<file path="src/shared/mers_pkg.sv">
// Purpose: Constants and types for the motor enable/reset sequencer.
// Assumes: 20 MHz system clock.
// Notes: Timing counts derive from times in their own units.
// Contract
// - Enable deassert while running starts stop sequence
// - First step brakes or coasts per select
// - Stopped means no feedback edges for 1 s
// - Then power down, regulator off, clocks stopped
// - Serial register access stays alive in sleep
// - Enable low 1.2 us, or polarity change
// - Started sequence always runs to completion
// - Reset during power-down acted on at wake
// - Reset while enabled: stop, 1 s, reload
// - Motor held off while reset stays asserted
// - Enable tied to reset, active low works
// - Speed-loop updates accepted at any time
// - Regulator on with enable unless always-on set
package mers_pkg;
  localparam int unsigned CLK_HZ = 20000000;
  localparam int unsigned EN_LOW_NS = 1200;
  localparam int unsigned EN_LOW_CYC = (EN_LOW_NS * (CLK_HZ / 1000000) + 999) / 1000;
  localparam int unsigned STOP_MS = 1000;
  localparam int unsigned STOP_CYC = STOP_MS * (CLK_HZ / 1000);
  localparam logic RST_MOTOR_ON = 1'b0;

  typedef enum logic [2:0] {
    MERS_SLEEP = 3'b000,
    MERS_RUN = 3'b001,
    MERS_STOP = 3'b011,
    MERS_RELOAD = 3'b010,
    MERS_HOLD = 3'b110
  } mers_state_t;
endpackage : mers_pkg
</file>
<file path="src/hdl/mers_sequencer.sv">
// Purpose: Enable/reset sequencing of a three-phase motor controller core.
// Assumes: Pins are asynchronous; configuration bits come from core logic on clk_in.
// Notes: Serial port and speed-loop registers live outside; this block only gates them.
module mers_sequencer
  import mers_pkg::*;
#(
  parameter int unsigned STOP_CYCLES = STOP_CYC,
  parameter int unsigned EN_LOW_CYCLES = EN_LOW_CYC
) (
  // Clock, reset, clock enable
  input wire logic clk_in,
  input wire logic rst_n_in,
  input wire logic ce_in,
  // Pins from host
  input wire logic enable_pin_in,
  input wire logic reset_pin_in,
  input wire logic speed_feedback_output_in,
  // Configuration
  input wire logic enable_polarity_select_in,
  input wire logic brake_or_coast_select_in,
  input wire logic regulator_always_on_in,
  // Motor and power control
  output logic motor_enable_out,
  output logic brake_out,
  output logic aux_five_volt_regulator_en_out,
  output logic power_switch_en_out,
  output logic core_power_en_out,
  output logic int_clock_en_out,
  output logic serial_port_en_out,
  output logic speed_param_wr_en_out,
  output logic otp_reload_out,
  output logic fault_clear_out,
  output logic loop_init_out,
  output logic asleep_out
);
  localparam int CW = $clog2(STOP_CYCLES + 1);
  localparam int DW = $clog2(EN_LOW_CYCLES + 1);

  // ----------------------------------------
  // Helper functions
  // ----------------------------------------
  function automatic logic [CW-1:0] cnt_inc(input logic [CW-1:0] v);
    cnt_inc = v + 1'b1;
  endfunction : cnt_inc

  // True once the enable has been inactive for the full filter time
  function automatic logic low_done(input logic [DW-1:0] v);
    low_done = (v >= DW'(EN_LOW_CYCLES));
  endfunction : low_done

  // Every state but sleep keeps the core powered and clocked
  function automatic logic is_awake(input mers_state_t s);
    is_awake = (s != MERS_SLEEP);
  endfunction : is_awake

  // ----------------------------------------
  // Pin synchronisers
  // ----------------------------------------
  logic [1:0] en_s_r, en_s_nxt, rs_s_r, rs_s_nxt, fg_s_r, fg_s_nxt;
  logic fg_d_r, fg_d_nxt;
  always_comb begin
    en_s_nxt = {en_s_r[0], enable_pin_in};
    rs_s_nxt = {rs_s_r[0], reset_pin_in};
    fg_s_nxt = {fg_s_r[0], speed_feedback_output_in};
    fg_d_nxt = fg_s_r[1];
  end
  always_ff @(posedge clk_in) begin
    if (!rst_n_in) begin
      en_s_r <= 2'h0;
      rs_s_r <= 2'h0;
      fg_s_r <= 2'h0;
      fg_d_r <= 1'b0;
    end else if (ce_in) begin
      en_s_r <= en_s_nxt;
      rs_s_r <= rs_s_nxt;
      fg_s_r <= fg_s_nxt;
      fg_d_r <= fg_d_nxt;
    end
  end

  // Reset pin is active high; enable active level set by polarity select (1 = active low)
  logic en_act, rs_act, fg_edge;
  assign en_act = en_s_r[1] ^ enable_polarity_select_in;
  assign rs_act = rs_s_r[1];
  assign fg_edge = fg_s_r[1] ^ fg_d_r;

  // ----------------------------------------
  // Sequencer
  // ----------------------------------------
  mers_state_t st_r, st_nxt;
  logic [CW-1:0] cnt_r, cnt_nxt;
  logic rst_pend_r, rst_pend_nxt, rst_seq_r, rst_seq_nxt;
  logic off_req, tmo;

  // ----------------------------------------
  // Enable-low filter and polarity watch
  // ----------------------------------------
  // Counter saturates so a long sleep cannot wrap it back below the limit
  logic [DW-1:0] dis_r, dis_nxt;
  logic pol_r, pol_nxt;
  always_comb begin
    pol_nxt = enable_polarity_select_in;
    dis_nxt = en_act ? '0 : (low_done(dis_r) ? dis_r : dis_r + 1'b1);
  end
  always_ff @(posedge clk_in) begin
    if (!rst_n_in) begin
      dis_r <= '0;
      pol_r <= 1'b0;
    end else if (ce_in) begin
      dis_r <= dis_nxt;
      pol_r <= pol_nxt;
    end
  end

  // Filter keeps short enable glitches from stopping the motor
  assign off_req = low_done(dis_r) || (pol_r != enable_polarity_select_in);
  // Compare is one short so the stop lasts exactly STOP_CYCLES cycles
  assign tmo = (cnt_r >= CW'(STOP_CYCLES - 1));

  // ----------------------------------------
  // State machine
  // ----------------------------------------
  always_comb begin
    st_nxt = st_r;
    cnt_nxt = cnt_r;
    rst_pend_nxt = rst_pend_r;
    rst_seq_nxt = rst_seq_r;
    case (st_r)
      MERS_SLEEP: begin
        if (rs_act) begin
          rst_pend_nxt = 1'b1;
        end
        if (en_act) begin
          st_nxt = rst_pend_r || rs_act ? MERS_RELOAD : MERS_RUN;
          rst_pend_nxt = 1'b0;
        end
      end
      MERS_RUN: begin
        cnt_nxt = '0;
        if (off_req) begin
          st_nxt = MERS_STOP;
          rst_seq_nxt = 1'b0;
        end else if (rs_act && en_act) begin
          // Reset while still enabled starts the stop and goes on to reload once the stop times out
          st_nxt = MERS_STOP;
          rst_seq_nxt = 1'b1;
        end
      end
      MERS_STOP: begin
        // Enable is ignored here so a started stop always finishes
        if (!rst_seq_r && rs_act) begin
          rst_pend_nxt = 1'b1;
        end
        if (fg_edge) begin
          cnt_nxt = '0;
        end else if (tmo) begin
          cnt_nxt = '0;
          st_nxt = rst_seq_r ? MERS_RELOAD : MERS_SLEEP;
        end else begin
          cnt_nxt = cnt_inc(cnt_r);
        end
      end
      MERS_RELOAD: begin
        st_nxt = MERS_HOLD;
        rst_seq_nxt = 1'b0;
      end
      MERS_HOLD: begin
        if (!rs_act) begin
          st_nxt = MERS_RUN;
        end
      end
      default: begin
        st_nxt = MERS_SLEEP;
      end
    endcase
  end

  always_ff @(posedge clk_in) begin
    if (!rst_n_in) begin
      st_r <= MERS_SLEEP;
      cnt_r <= '0;
      rst_pend_r <= 1'b0;
      rst_seq_r <= 1'b0;
    end else if (ce_in) begin
      st_r <= st_nxt;
      cnt_r <= cnt_nxt;
      rst_pend_r <= rst_pend_nxt;
      rst_seq_r <= rst_seq_nxt;
    end
  end

  // ----------------------------------------
  // Motor drive outputs
  // ----------------------------------------
  // Taken from the next state so outputs move on the same edge as the state
  // Brake only while stopping; coast leaves all gates off
  logic mot_nxt, brk_nxt;
  logic mot_r, brk_r;
  always_comb begin
    mot_nxt = (st_nxt == MERS_RUN) && !off_req;
    brk_nxt = (st_nxt == MERS_STOP) && brake_or_coast_select_in;
  end
  always_ff @(posedge clk_in) begin
    if (!rst_n_in) begin
      mot_r <= RST_MOTOR_ON;
      brk_r <= 1'b0;
    end else if (ce_in) begin
      mot_r <= mot_nxt;
      brk_r <= brk_nxt;
    end
  end

  // ----------------------------------------
  // Power, clock and regulator outputs
  // ----------------------------------------
  // Power switch and core share one decode but keep their own flops
  logic pwr_nxt, core_nxt, clk_nxt, reg_nxt, slp_nxt;
  logic pwr_r, core_r, clk_r, reg_r, slp_r;
  always_comb begin
    pwr_nxt = is_awake(st_nxt);
    core_nxt = is_awake(st_nxt);
    clk_nxt = is_awake(st_nxt);
    // With the always-on bit set the regulator also feeds the sensors in sleep
    reg_nxt = regulator_always_on_in || is_awake(st_nxt);
    slp_nxt = !is_awake(st_nxt);
  end
  always_ff @(posedge clk_in) begin
    if (!rst_n_in) begin
      pwr_r <= 1'b0;
      core_r <= 1'b0;
      clk_r <= 1'b0;
      reg_r <= 1'b0;
      slp_r <= 1'b1;
    end else if (ce_in) begin
      pwr_r <= pwr_nxt;
      core_r <= core_nxt;
      clk_r <= clk_nxt;
      reg_r <= reg_nxt;
      slp_r <= slp_nxt;
    end
  end

  // ----------------------------------------
  // Reload pulses
  // ----------------------------------------
  // One-cycle pulse; the core reloads, clears faults and resets the loop on it
  logic rld_nxt, flt_nxt, ini_nxt;
  logic rld_r, flt_r, ini_r;
  always_comb begin
    rld_nxt = (st_nxt == MERS_RELOAD);
    flt_nxt = (st_nxt == MERS_RELOAD);
    ini_nxt = (st_nxt == MERS_RELOAD);
  end
  always_ff @(posedge clk_in) begin
    if (!rst_n_in) begin
      rld_r <= 1'b0;
      flt_r <= 1'b0;
      ini_r <= 1'b0;
    end else if (ce_in) begin
      rld_r <= rld_nxt;
      flt_r <= flt_nxt;
      ini_r <= ini_nxt;
    end
  end

  // ----------------------------------------
  // Serial and speed-loop access gates
  // ----------------------------------------
  // Serial access and speed-loop writes stay open in every state, sleep included
  // Held in flops so every port leaves a register
  logic ser_nxt, spw_nxt;
  logic ser_r, spw_r;
  always_comb begin
    ser_nxt = 1'b1;
    spw_nxt = 1'b1;
  end
  always_ff @(posedge clk_in) begin
    if (!rst_n_in) begin
      ser_r <= 1'b1;
      spw_r <= 1'b1;
    end else if (ce_in) begin
      ser_r <= ser_nxt;
      spw_r <= spw_nxt;
    end
  end

  // ----------------------------------------
  // Output ports
  // ----------------------------------------
  assign motor_enable_out = mot_r;
  assign brake_out = brk_r;
  assign aux_five_volt_regulator_en_out = reg_r;
  assign power_switch_en_out = pwr_r;
  assign core_power_en_out = core_r;
  assign int_clock_en_out = clk_r;
  assign serial_port_en_out = ser_r;
  assign speed_param_wr_en_out = spw_r;
  assign otp_reload_out = rld_r;
  assign fault_clear_out = flt_r;
  assign loop_init_out = ini_r;
  assign asleep_out = slp_r;
endmodule : mers_sequencer

</file>
<file path="config.mk">
export PLATFORM = sky130hd
export DESIGN_NAME = mers_sequencer
export DESIGN_NICKNAME = d
export VERILOG_FILES = /design/src/shared/mers_pkg.sv /design/src/hdl/mers_sequencer.sv
export SDC_FILE = /design/constraint.sdc
export NUM_CORES = 1
export LEC_CHECK = 0
export BUFFER_PORTS_ARGS = -buffer_cell sky130_fd_sc_hd__buf_2
export CAP_MARGIN = 30
export CORE_ASPECT_RATIO = 1.5
export CORE_MARGIN = 2
export CORE_UTILIZATION = 35
export DETAILED_ROUTE_END_ITERATION = 7
export SLEW_MARGIN = 40
export SYNTH_ARGS = -nofsm -noshare
export SYNTH_HDL_FRONTEND = slang
export SYNTH_SLANG_ARGS = --single-unit
</file>
<file path="constraint.sdc">
create_clock -name clk_in -period 3.2 [get_ports clk_in]
set_input_delay 0.8 -clock clk_in [delete_from_list [all_inputs] [get_ports clk_in]]
set_output_delay 0.8 -clock clk_in [all_outputs]
set_load 0.005 [all_outputs]
</file>
# Word level (Yosys, flattened, before mapping)
# Index checks and enable logic that the tools add are counted.
[classes]
eq_ne = 12
reduce_logical = 19
magnitude_cmp = 2
n_bitwise = 2
n_mux = 21
addsub = 2
[op_table]
columns = ["op", "count"]
rows = [
  ["two-way mux 25 bit", 2],
  ["case mux 25 bit (2 select lines)", 1],
  ["adder 25 x 1 -> 25 bit, second input constant", 1],
  ["greater-or-equal comparator 25 bit, second input constant", 1],
  ["two-way mux 3 bit", 6],
  ["case mux 3 bit (5 select lines)", 1],
  ["== test 3 x 2 -> 1 bit, second input constant", 4],
  ["two-way mux 5 bit", 2],
  ["== test 3 x 1 -> 1 bit, second input constant", 2],
  ["!= test 3 bit, second input constant", 2],
  ["nonzero test 2 bit", 3],
  ["adder 5 x 1 -> 5 bit, second input constant", 1],
  ["greater-or-equal comparator 5 bit, second input constant", 1],
  ["two-way mux 1 bit", 5],
  ["logical AND 1 bit", 4],
  ["two-way mux 2 bit", 2],
  ["!= test 2 bit, second input constant", 2],
  ["case mux 1 bit (2 select lines)", 2],
  ["AND reduction 2 bit", 2],
  ["AND reduction 4 bit", 1],
  ["== test 3 bit, second input constant", 1],
  ["zero test 1 bit", 3],
  ["zero test 3 bit", 1],
  ["logical OR 1 bit", 3],
  ["other kinds (4)", 5],
]
[totals]
out_inout_bits = 12
input_bits = 9
ff_bits = 49

# Logic depth before layout (Yosys ltp)
# Gate-level depths: netlist of the first run.
[logic_depth]
ltp_word = 7
depth_mapped = 9
depth_no_buf = 7

# Least setup slack after synthesis of the first run
# Ideal clock, no wire load.
[synth_timing]
kind = "in2reg"
startpoint = "input ce_in"
endpoint = "register cnt_r[10]"
n_path_buf = 3
required_time_ns = 3.143
cell_stages = 8
arrival_time_ns = 2.318
path_slack_ns = 0.825
setup_ns = 0.057
cell_sequence = "clkbuf_1 -> nand3_1 -> a311o_1 -> or3_1 -> buf_6 -> buf_6 -> nor4_1 -> a21o_1"
[synth_via]
elab_chain_cells = 1
[synth_lines]
columns = ["item", "line_no", "source"]
rows = [
  ["start: declaration", "mers_sequencer.sv:13", "input wire logic ce_in,"],
  ["AND reduction 2 bit (no line)", "n/a", ""],
  ["end signal: assignment", "mers_sequencer.sv:186", "cnt_r <= cnt_nxt;"],
  ["end: declaration", "mers_sequencer.sv:91", "logic [CW-1:0] cnt_r, cnt_nxt;"],
]
# No other way between the ends.
# A chain may end at the register's enable or synchronous reset.

# Worst setup path in the final report of the first run
[layout_timing]
startpoint = "register cnt_r[22]"
endpoint = "register cnt_r[7]"
[layout_via]
elab_chain_cells = 4
[layout_lines]
columns = ["item", "line_no", "source"]
rows = [
  ["greater-or-equal comparator 25 bit", "mers_sequencer.sv:118", "assign tmo = (cnt_r >= CW'(STOP_CYCLES - 1));"],
  ["two-way mux 25 bit", "mers_sequencer.sv:156", "end else if (tmo) begin"],
  ["two-way mux 25 bit", "mers_sequencer.sv:154", "if (fg_edge) begin"],
  ["case mux 25 bit (2 select lines)", "mers_sequencer.sv:128", "case (st_r)"],
]
# No other way between the ends.

==> flow_metrics.tcl, run 1 <==
set metrics [dict create \
    crit_required_ns 3.39 \
    rrSetupSlack_ns 0.67 \
    fin_hold_ws_ns 0.467 \
    worstReg2RegStart "cnt_r[22]$_SDFFE_PN0P_" \
    drt_iter0_drc 114 \
    synth.mux.area_fraction_pct 3.50 \
    rsz0062_at_grt "false" \
    htree_levels 2 \
    grt_pass1_vias 2072 \
    regToRegEndpoint "cnt_r[7]$_SDFFE_PN0P_" \
    die_y_um 109 \
    worstMarginPinSlew_ns 0.589 \
    cp-start-kind "flop" \
    async_flop_share_pct 0 \
    p_per_area_mw_per_mm2 413 \
    critPathCapture "cnt_r[7]$_SDFFE_PN0P_" \
    io_buffers 18 \
    clock_skew_ns 0.0100 \
    areaGrowthSynthToFinish_pct 8.16 \
    place.gp.congestion 0.750 \
    place_inst 414 \
    peakVddDrop_mv 0.303 \
    cts.clk_slew.worst_paths_ns 0.09 \
    fin_cells 422 \
    critPathCaptureType "flop" \
    finalHoldViolations 0 \
    cts_made_buffers 5 \
    synth_edf_count 0 \
    ys_seq_area_share_pct 38.1 \
    critical_path_class "reg2reg" \
    cts_setup_buffers 0 \
    cts_resized 0 \
    p_leak_nw 1.14 \
    final_area_mm2 0.00279 \
    outcome "finished clean" \
    fin_crit_sh_pct 78.9 \
    drive_above_1_share_pct 10.2 \
    tritoncts "built" \
    synth_top_family_by_area "simple AND/OR/NAND/NOR gates" \
    antenna_found_initial 0 \
    start_util_pct 35.9 \
    period_needed_ns 2.53 \
    clockBufferDepth 2 \
    grt_usage_pct 14.1 \
    cts_root_buffer "clkbuf_8" \
    synthSimpleGateAreaFrac_pct 27.5 \
    fmax_mhz 396 \
    dieArea_mm2 0.00808 \
    seqCellArea_um2 981 \
    antenna_left 0 \
    drc 0 \
    grtUsageMet3_pct 2.50 \
    synthAdderAreaFrac_pct 1.46 \
    use_met2_pct 26.1 \
    syn_inst 316 \
    fp-row-count 38 \
    grt_max_degree 45 \
    fp.dieW_um 74.1 \
    ys.warnings.count 0 \
    antenna_cells 0 \
    drt_first_pass_iters 5 \
    cts_hold_buf 0 \
    vias 2209 \
    slew_viol_final 0 \
    fillers 746 \
    multi_input_area_mm2 0.00145 \
    place_area_mm2 0.00269 \
    vias_per_cell 5.23 \
    met1_usage_pct 16.3 \
    setup_violations 0 \
    max_cap_viol_count 0 \
    ys.flop_type "dfxtp_1" \
    synth-compound-area-share_pct 21.9 \
    top_usage_layer "met2" \
    wl_um 5220 \
    yosysUniqueCellTypes 50 \
    crit_fanout 44 \
    reg2reg_depth 7 \
    wl_per_cell_um 12.4 \
    clock_latency_ns 0.29 \
    grt_pass1_wl_um 9160 \
    io_pins 21 \
    clock_sinks 49 \
    maxSlewHeadroom_pct 59.7 \
    avgSynthCellArea_um2 8.16 \
    coreArea_mm2 0.00718 \
    synthXorXnorAreaFrac_pct 1.36 \
    synth_seq_cells 49 \
    synthesis.area_mm2 0.00258 \
    hpwl_um 3780 \
    overflow 0 \
    cp-startpoint "cnt_r[22]$_SDFFE_PN0P_" \
    finalNetCount 333 \
    cp.arrival_ns 2.72 \
    final.setup.tns_ns 0 \
    hp-class "reg2reg" \
]
[cell usage in the layout, fill, tap and decap left out, types with 2 or more instances in the layout]
| cell | Yosys | layout |
|---|---|---|
| o211ai_1 | 4 | 4 |
| nand4_1 | 6 | 6 |
| nor2_1 | 36 | 36 |
| a31oi_1 | 2 | 2 |
| nor3b_1 | 11 | 11 |
| inv_1 | 6 | 6 |
| or3_1 | 5 | 5 |
| a41oi_1 | 2 | 2 |
| xor2_1 | 3 | 3 |
| dfxtp_1 | 49 | 49 |
| nor4_1 | 4 | 4 |
| nand2_1 | 27 | 27 |
| mux2i_1 | 9 | 9 |
| nand2b_1 | 4 | 4 |
| nor2b_1 | 6 | 6 |
| a2111oi_0 | 2 | 2 |
| a22o_1 | 3 | 3 |
| clkbuf_8 | 0 | 7 |
| a21oi_1 | 12 | 12 |
| a211oi_1 | 3 | 3 |
| and3_1 | 8 | 8 |
| o21a_1 | 2 | 2 |
| conb_1 | 1 | 2 |
| and2_1 | 4 | 4 |
| o211a_1 | 2 | 2 |
| nand3b_1 | 2 | 2 |
| nor3_1 | 5 | 5 |
| and4_1 | 4 | 4 |
| nand3_1 | 12 | 12 |
| ha_1 | 3 | 3 |
| o21ai_0 | 23 | 23 |
| o22a_1 | 6 | 6 |
| a21o_1 | 13 | 13 |
| buf_2 | 4 | 18 |
| buf_4 | 6 | 3 |
[logic make-up (layout without fill, tap and decap cells)]
| group | Yosys count | count (layout) |
|---|---|---|
| flops | 49 | 49 |
| other cells | 1 | 2 |
| xor+xnor | 4 | 4 |
| simple gates | 137 | 137 |
| compound gates | 83 | 83 |
| buf+inv | 30 | 35 |
| fa+ha+maj | 3 | 3 |
| mux | 9 | 9 |
[how the worst min path moves through the flow]
| stage | from | to | slack (ns) | cells past startpoint |
|---|---|---|---|---|
| finish | motor_enable_out$_SDFFE_PN0P_ | motor_enable_out$_SDFFE_PN0P_ | 0.47 | 2 |
| global route | motor_enable_out$_SDFFE_PN0P_ | motor_enable_out$_SDFFE_PN0P_ | 0.49 | 2 |
| CTS | motor_enable_out$_SDFFE_PN0P_ | motor_enable_out$_SDFFE_PN0P_ | 0.47 | 2 |
| detailed placement | motor_enable_out$_SDFFE_PN0P_ | motor_enable_out$_SDFFE_PN0P_ | 0.45 | 2 |
| global placement | motor_enable_out$_SDFFE_PN0P_ | motor_enable_out$_SDFFE_PN0P_ | 0.45 | 2 |
| floorplan | rst_seq_r$_SDFFE_PN0P_ | rst_seq_r$_SDFFE_PN0P_ | 0.44 | 2 |
[flip-flops by register name, summed over array words and instances, names as in the netlist]
signal                          cells
int_clock_en_out                    1
cnt_r                              25
rst_pend_r                          1
dis_r                               5
asleep_out                          1
st_r                                3
fg_s_r                              2
motor_enable_out                    1
fg_d_r                              1
rst_seq_r                           1
pol_r                               1
loop_init_out                       1
aux_five_volt_regulator_en_out      1
rs_s_r                              2
en_s_r                              2
brake_out                           1
[cell type report]
type / count / area share [%]
Clock inverter: 1 / 0.180
Multi-Input combinational cell: 238 / 51.8
Sequential cell: 49 / 35.2
Clock buffer: 7 / 3.46
Inverter: 6 / 0.808
Timing Repair Buffer: 21 / 4.04
Tap cell: 100 / 4.49
[through the flow]
stage	setup slack, ns	utilization, %	total power (W)
5_1_grt	0.486	38.8	0.00122
4_1_cts	0.672	38.8	0.00117
6_report	0.674	38.8	0.00115
3_3_place_gp	0.540	37.4	0.000771
3_5_place_dp	0.560	37.4	0.000773
2_1_floorplan	0.825	-	0.000743
[where the power goes]
group / switching (W) / leakage [nW] / internal (W)
clock network: 0.000199 / 0.0542 / 0.000196
logic: 0.0000677 / 0.691 / 0.0000458
registers: 0.0000171 / 0.398 / 0.000626
total: 0.000283 / 1.14 / 0.000868
[cell usage after synthesis, types with 5 or more instances]
| cell | n | share of area [%] |
|---|---|---|
| clkbuf_1 | 10 | 1.5 |
| or3_1 | 5 | 1.2 |
| mux2i_1 | 9 | 3.5 |
| nand2_1 | 27 | 3.9 |
| dfxtp_1 | 49 | 38 |
| a21o_1 | 13 | 3.8 |
| nor3_1 | 5 | 0.97 |
| and3_1 | 8 | 1.9 |
| nor2b_1 | 6 | 1.5 |
| nor3b_1 | 11 | 3.2 |
| inv_1 | 6 | 0.87 |
| nor2_1 | 36 | 5.2 |
| nand4_1 | 6 | 1.5 |
| nand3_1 | 12 | 2.3 |
| a21oi_1 | 12 | 2.3 |
| o21ai_0 | 23 | 4.5 |
| buf_4 | 6 | 1.7 |
| o22a_1 | 6 | 2.0 |
[metal layers]
layer | vias to the layer above | routed length [µm]
met5 | - | 0
met4 | 0 | 31
met3 | 4 | 123
met2 | 28 | 2780
met1 | 1039 | 2280
li1 | 1138 | -
[worst max-delay path, stage by stage (launching register included)]
cell and delay, ns:
dfxtp_1 0.34, or2_0 0.24, or4_4 0.44, a2111oi_0 0.48, or3_1 0.18, buf_4 0.35
o21ai_0 0.15, a22o_1 0.23
Power figures use the tool's default switching activity.
==> run 2: changes to the inputs <==
- ABC_AREA: default -> 1
- clock period: 3.2 -> 2.6 ns (I/O delays scaled with it)
==> run 2 against run 1 <==
  * Synthesized area is 8.6% higher
  * Global-route usage is 1.8 points higher
  * Final cell count is 27% higher
  * Via count is 19% higher
  * Clock skew is 0.0078 ns lower
  * Sequential share of layout area is 3.8 points lower
  * Count of clock-buffer cells in the layout stayed put
  * Maximum frequency is 28% higher
==> flow_metrics.tcl, run 2 <==
set metrics [dict create \
    outcome "finished clean" \
    async_flop_share_pct 0 \
    vias_per_cell 4.89 \
    worstMarginPinSlew_ns 0.735 \
    antenna_cells 0 \
    layout_common_cells "nand2_1, nor2_1, dfxtp_1, inv_1, a21oi_1" \
    use_met2_pct 31.2 \
    ys.flop_type "dfxtp_1" \
    avgSynthCellArea_um2 6.66 \
    overflow 0 \
    synth_top_area_share_pct 35.0 \
    wl_um 6420 \
    grt_usage_pct 15.9 \
    fp-row-count 40 \
    crit_required_ns 2.82 \
    grt_pass1_vias 2568 \
    cts_setup_buffers 0 \
    coreArea_mm2 0.00791 \
    wl_per_cell_um 11.9 \
    crit_fanout 8 \
    die_y_um 114 \
    antenna_found_initial 0 \
    slew_viol_final 0 \
    top_register "cnt_r" \
    clock_skew_ns 0.00227 \
    critPathCaptureType "flop" \
    synthTopCellsByArea "dfxtp_1, nand2_1, nor2_1" \
    clock_latency_ns 0.28 \
    ys_seq_area_share_pct 35.0 \
    setup_violations 0 \
    io_buffers 18 \
    top_usage_layer "met2" \
    p_leak_nw 1.29 \
    fmax_mhz 508 \
    yosysUniqueCellTypes 34 \
    top_regs "cnt_r (25), dis_r (5), st_r (3)" \
    synth_most_common_cell "nand2_1" \
    peakVddDrop_mv 0.385 \
    antenna_left 0 \
    grt_pass1_wl_um 11300 \
    cts.clk_slew.worst_paths_ns 0.06 \
    period_needed_ns 1.97 \
    place_inst 530 \
    io_pins 21 \
    dieArea_mm2 0.00874 \
    fin_hold_ws_ns 0.460 \
    hp-class "reg2reg" \
    seqCellArea_um2 981 \
    ys_top_cells_by_count "nand2_1, nor2_1, dfxtp_1" \
    met1_usage_pct 16.2 \
    syn_inst 420 \
    vias 2631 \
    synthesis.area_mm2 0.00280 \
    fillers 877 \
    drc 0 \
    max_cap_viol_count 0 \
    cts_made_buffers 5 \
    final_common_cell "nand2_1" \
    multi_input_area_mm2 0.00153 \
    cts_resized 0 \
    final.setup.tns_ns 0 \
    grtUsageMet3_pct 2.61 \
    yosysTopAreaCell "dfxtp_1" \
    hpwl_um 4790 \
    finalHoldViolations 0 \
    synth_seq_cells 49 \
    fin_cells 538 \
    drive_above_1_share_pct 12.7 \
    cts_root_buffer "clkbuf_16" \
    drt_first_pass_iters 5 \
    cts_hold_buf 0 \
    areaGrowthSynthToFinish_pct 11.5 \
    critical_path_class "reg2reg" \
    fp.dieW_um 77.0 \
    cp-start-kind "flop" \
    ys.warnings.count 0 \
    htree_levels 2 \
    drt_iter0_drc 110 \
    place.gp.congestion 0.864 \
    cp.arrival_ns 2.19 \
    start_util_pct 35.4 \
    largest_reg_flops 25 \
    synth_edf_count 0 \
    p_per_area_mw_per_mm2 550 \
    tritoncts "built" \
    clock_sinks 49 \
    finalNetCount 444 \
    fin_crit_sh_pct 75.8 \
    grt_max_degree 26 \
    clockBufferDepth 2 \
    rsz0062_at_grt "false" \
    maxSlewHeadroom_pct 51.0 \
]
## run 2: critical path, cell delays in order (launching register included)
cell	delay, ns
dfxtp_1	0.38
ha_1	0.21
nand2_1	0.08
inv_1	0.08
nand2_1	0.09
nor2_2	0.13
nand3_1	0.10
nand2_1	0.08
nand2_2	0.06
nand2_4	0.15
nand2_4	0.06
nand2_4	0.09
nand3_4	0.08
nor2_1	0.17
nor2_1	0.06
nor2_1	0.07
## run 2: path summary, 6_finish.rpt
path                                             from                         end  slack, ns  cells past startpoint
worst max register to register  cnt_r[0]$_SDFFE_PN0P_  loop_init_out$_SDFFE_PN0P_       0.63                     15
worst min-delay path            dis_r[4]$_SDFFE_PN0P_       dis_r[4]$_SDFFE_PN0P_       0.46                      2
worst max-delay path            cnt_r[0]$_SDFFE_PN0P_  loop_init_out$_SDFFE_PN0P_       0.63                     15
worst min register to register  dis_r[4]$_SDFFE_PN0P_       dis_r[4]$_SDFFE_PN0P_       0.46                      2
## run 2: through the flow
| stage | setup slack [ns] | util (%) | area (µm²) | power, W |
|---|---|---|---|---|
| global placement | 0.519 | 37.3 | 2950 | 0.000983 |
| finish | 0.630 | 39.5 | 3120 | 0.00172 |
| detailed placement | 0.461 | 37.3 | 2950 | 0.000985 |
| CTS | 0.631 | 39.5 | 3120 | 0.00174 |
| floorplan | 0.759 | - | 2800 | 0.000944 |
| global route | 0.448 | 39.5 | 3120 | 0.00180 |
## run 2: layout make-up
cell class	count	share of cell area [%]
clock buffers	7	4.57
inverters	51	6.13
repair buffers	21	3.61
flip-flops and latches	49	31.4
multi-input cells	304	49.1
clock inverters	1	0.962
well taps	105	4.21
## run 2: cells by family after synthesis
group	Yosys count	share of synthesized area [%]
simple gates	213	34.8
compound gates	78	15.8
buf+inv	68	10.4
flops	49	35.0
xor+xnor	8	2.50
fa+ha+maj	3	1.34
other cells	1	0.134
## run 2: where the power goes
group	switching [W]	internal (W)
sequential	0.0000177	0.000776
combinational	0.000114	0.0000604
clock	0.000268	0.000481
## run 2: metal layers
| metal | vias up | part of all wire, % |
|---|---|---|
| met1 | 1197 | 41 |
| li1 | 1374 | - |
| met3 | 16 | 2.5 |
| met4 | 0 | 2.9 |
| met5 | - | 0 |
| met2 | 44 | 53 |
==> run 3: changes to the inputs <==
- clock period: 2.6 -> 1.7 ns (I/O delays scaled with it)
==> run 3 against run 2 <==
  * The flow now finishes with violations (setup timing)
  * Core utilization grew 8.2 points
  * Combinational power grew 83%
  * Global-route usage up 0.93 points
  * Register-to-register slack worse by 0.69 ns
  * Count of clock-buffer cells in the layout stayed put
  * Die area unchanged
  * Largest power group unchanged
==> flow_metrics.tcl, run 3 (synthesis results as in run 2) <==
set metrics [dict create \
    pwr-share-comb_pct 11.7 \
    grt_pass1_wl_um 12100 \
    cts_root_buffer "clkbuf_16" \
    coreArea_mm2 0.00791 \
    rsz0062_at_grt "true" \
    p_sw_w 0.000668 \
    wl_per_cell_um 12.5 \
    dieArea_mm2 0.00874 \
    place.gp.congestion 0.893 \
    antenna_cells 0 \
    p_int_w 0.00205 \
    seqCellArea_um2 991 \
    outcome "finished with violations" \
    cp.arrival_ns 1.99 \
    start_util_pct 35.4 \
    clock_skew_ns 0.00463 \
    critPathCaptureType "flop" \
    crit_chain "ha_4 -> nand2_4 -> inv_4 -> nand2_4 -> nor2_4 -> nand3_2 -> nand2_2 -> nand2_2 -> nand2_4 -> buf_12 -> nor2_4 -> clkbuf_16 -> nand2_1 -> a21oi_2" \
    io_pins 21 \
    period_needed_ns 1.76 \
    finalHoldViolations 0 \
    largest_reg_flops 25 \
    drt_first_pass_iters 6 \
    final_common_cell "nand2_1" \
    p_sw_share_pct 24.6 \
    htree_levels 2 \
    top_regs "cnt_r (25), dis_r (5), st_r (3)" \
    die_y_um 114 \
    slowest_delay_ns 0.34 \
    vias 2843 \
    violations "setup timing" \
    drive_above_1_share_pct 31.0 \
    drc 0 \
    clock_latency_ns 0.29 \
    antenna_left 0 \
    layout_common_cells "nand2_1, nor2_1, buf_4, inv_1, dfxtp_1" \
    cp-start-kind "flop" \
    wl_um 7420 \
    hp-class "in2reg" \
    crit_fanout 5 \
    vias_per_cell 4.80 \
    power_frac_seq_pct 44.8 \
    drt_iter0_drc 106 \
    cts.clk_slew.worst_paths_ns 0.07 \
    setup_violations 13 \
    grt_usage_pct 16.8 \
    slew_viol_final 0 \
    p_clk_share_pct 43.5 \
    grt_max_degree 34 \
    io_buffers 18 \
    top_register "cnt_r" \
    cpMaxStageDelayCell "dfxtp_2" \
    fin_hold_ws_ns 0.357 \
    clock_sinks 49 \
    peakVddDrop_mv 0.448 \
    hpwl_um 5190 \
    cpMostUsedCell "nand2_4" \
    fmax_mhz 567 \
    fp.dieW_um 77.0 \
    overflow 0 \
    worst_slack_ns -0.0640 \
    p_leak_nw 1.64 \
    fp-row-count 40 \
    grt_pass1_vias 2727 \
    finalNetCount 498 \
    cts_made_buffers 5 \
    p_per_area_mw_per_mm2 722 \
    antenna_found_initial 0 \
    crit_required_ns 1.93 \
    areaGrowthSynthToFinish_pct 34.7 \
    fin_crit_sh_pct 104 \
    critical_path_class "reg2reg" \
    utilization_pct 47.7 \
    fillers 823 \
    cts_hold_buf 0 \
    multi_input_area_mm2 0.00168 \
    clockBufferDepth 2 \
    max_cap_viol_count 0 \
    tritoncts "built" \
]
-- run 3: changes by cell type in the layout (fill, tap and decap cells not counted), sizes merged --
cell | previous run | this run
clkbuf | 7 | 8
buf | 21 | 74
-- run 3: layout make-up --
cell class,count,share of cell area (%)
tap,105,3.48
multi-input combinational,304,44.7
sequential,49,26.3
timing repair buffer,75,15.8
clock buffer,7,3.78
inverter,51,5.14
clock inverter,1,0.797
-- run 3: repair_timing --
| item | in CTS | in global routing |
|---|---|---|
| setup endpoints to repair | 13 | 33 |
| resized for setup | 10 | 48 |
| setup buffers | 6 | 8 |
| cloned | 0 | 1 |
| pin swaps | 5 | 26 |
-- run 3: path summary, 6_finish.rpt --
| check | from | to | slack, ns | cells past startpoint |
|---|---|---|---|---|
| max | cnt_r[1]$_SDFFE_PN0P_ | cnt_r[3]$_SDFFE_PN0P_ | -0.06 | 14 |
| min | reset_pin_in | rs_s_r[0]$_SDFFE_PN0P_ | 0.36 | 3 |
| max reg2reg | cnt_r[1]$_SDFFE_PN0P_ | cnt_r[3]$_SDFFE_PN0P_ | -0.06 | 14 |
| min reg2reg | dis_r[4]$_SDFFE_PN0P_ | dis_r[4]$_SDFFE_PN0P_ | 0.45 | 2 |
-- run 3: worst max-delay path, delay by kind of cell, from the launching register on --
family / cells / cell delay, ns
buffers and inverters: 3 / 0.37
AO/OA/AOI/OAI: 1 / 0.12
flip-flops: 1 / 0.34
AND/OR/NAND/NOR: 9 / 0.71
adder cells (fa/ha/maj): 1 / 0.17
-- run 3: metal layers --
layer | vias up | part of all wire, % | GRT usage, %
li1 | 1486 | - | -
met1 | 1300 | 40 | 16.7
met2 | 40 | 55 | 33.7
met3 | 17 | 2.1 | 2.69
met4 | 0 | 3.0 | 7.26
met5 | - | 0 | 0
-- run 3: power by group through the flow --
stage | sequential (W) | combinational, W | clock, W
after floorplan | 0.00124 | 0.000208 | 0
after global placement | 0.00124 | 0.000302 | 0
after detailed placement | 0.00124 | 0.000303 | 0
after CTS | 0.00122 | 0.000307 | 0.00120
after global routing | 0.00122 | 0.000360 | 0.00124
final | 0.00122 | 0.000318 | 0.00118
-- run 3: per-stage QoR --
step | std cells | instance area (µm²) | power, W | setup WS (ns) | TNS, ns
floorplan | 421 | 2800 | 0.00144 | 0.00275 | 0
global placement | 570 | 3290 | 0.00154 | -0.0498 | -0.134
detailed placement | 570 | 3290 | 0.00155 | -0.0577 | -0.254
CTS | 584 | 3530 | 0.00272 | -0.0222 | -0.0789
global route | 592 | 3770 | 0.00282 | -0.166 | -2.80
finish | 592 | 3770 | 0.00272 | -0.0640 | -0.479
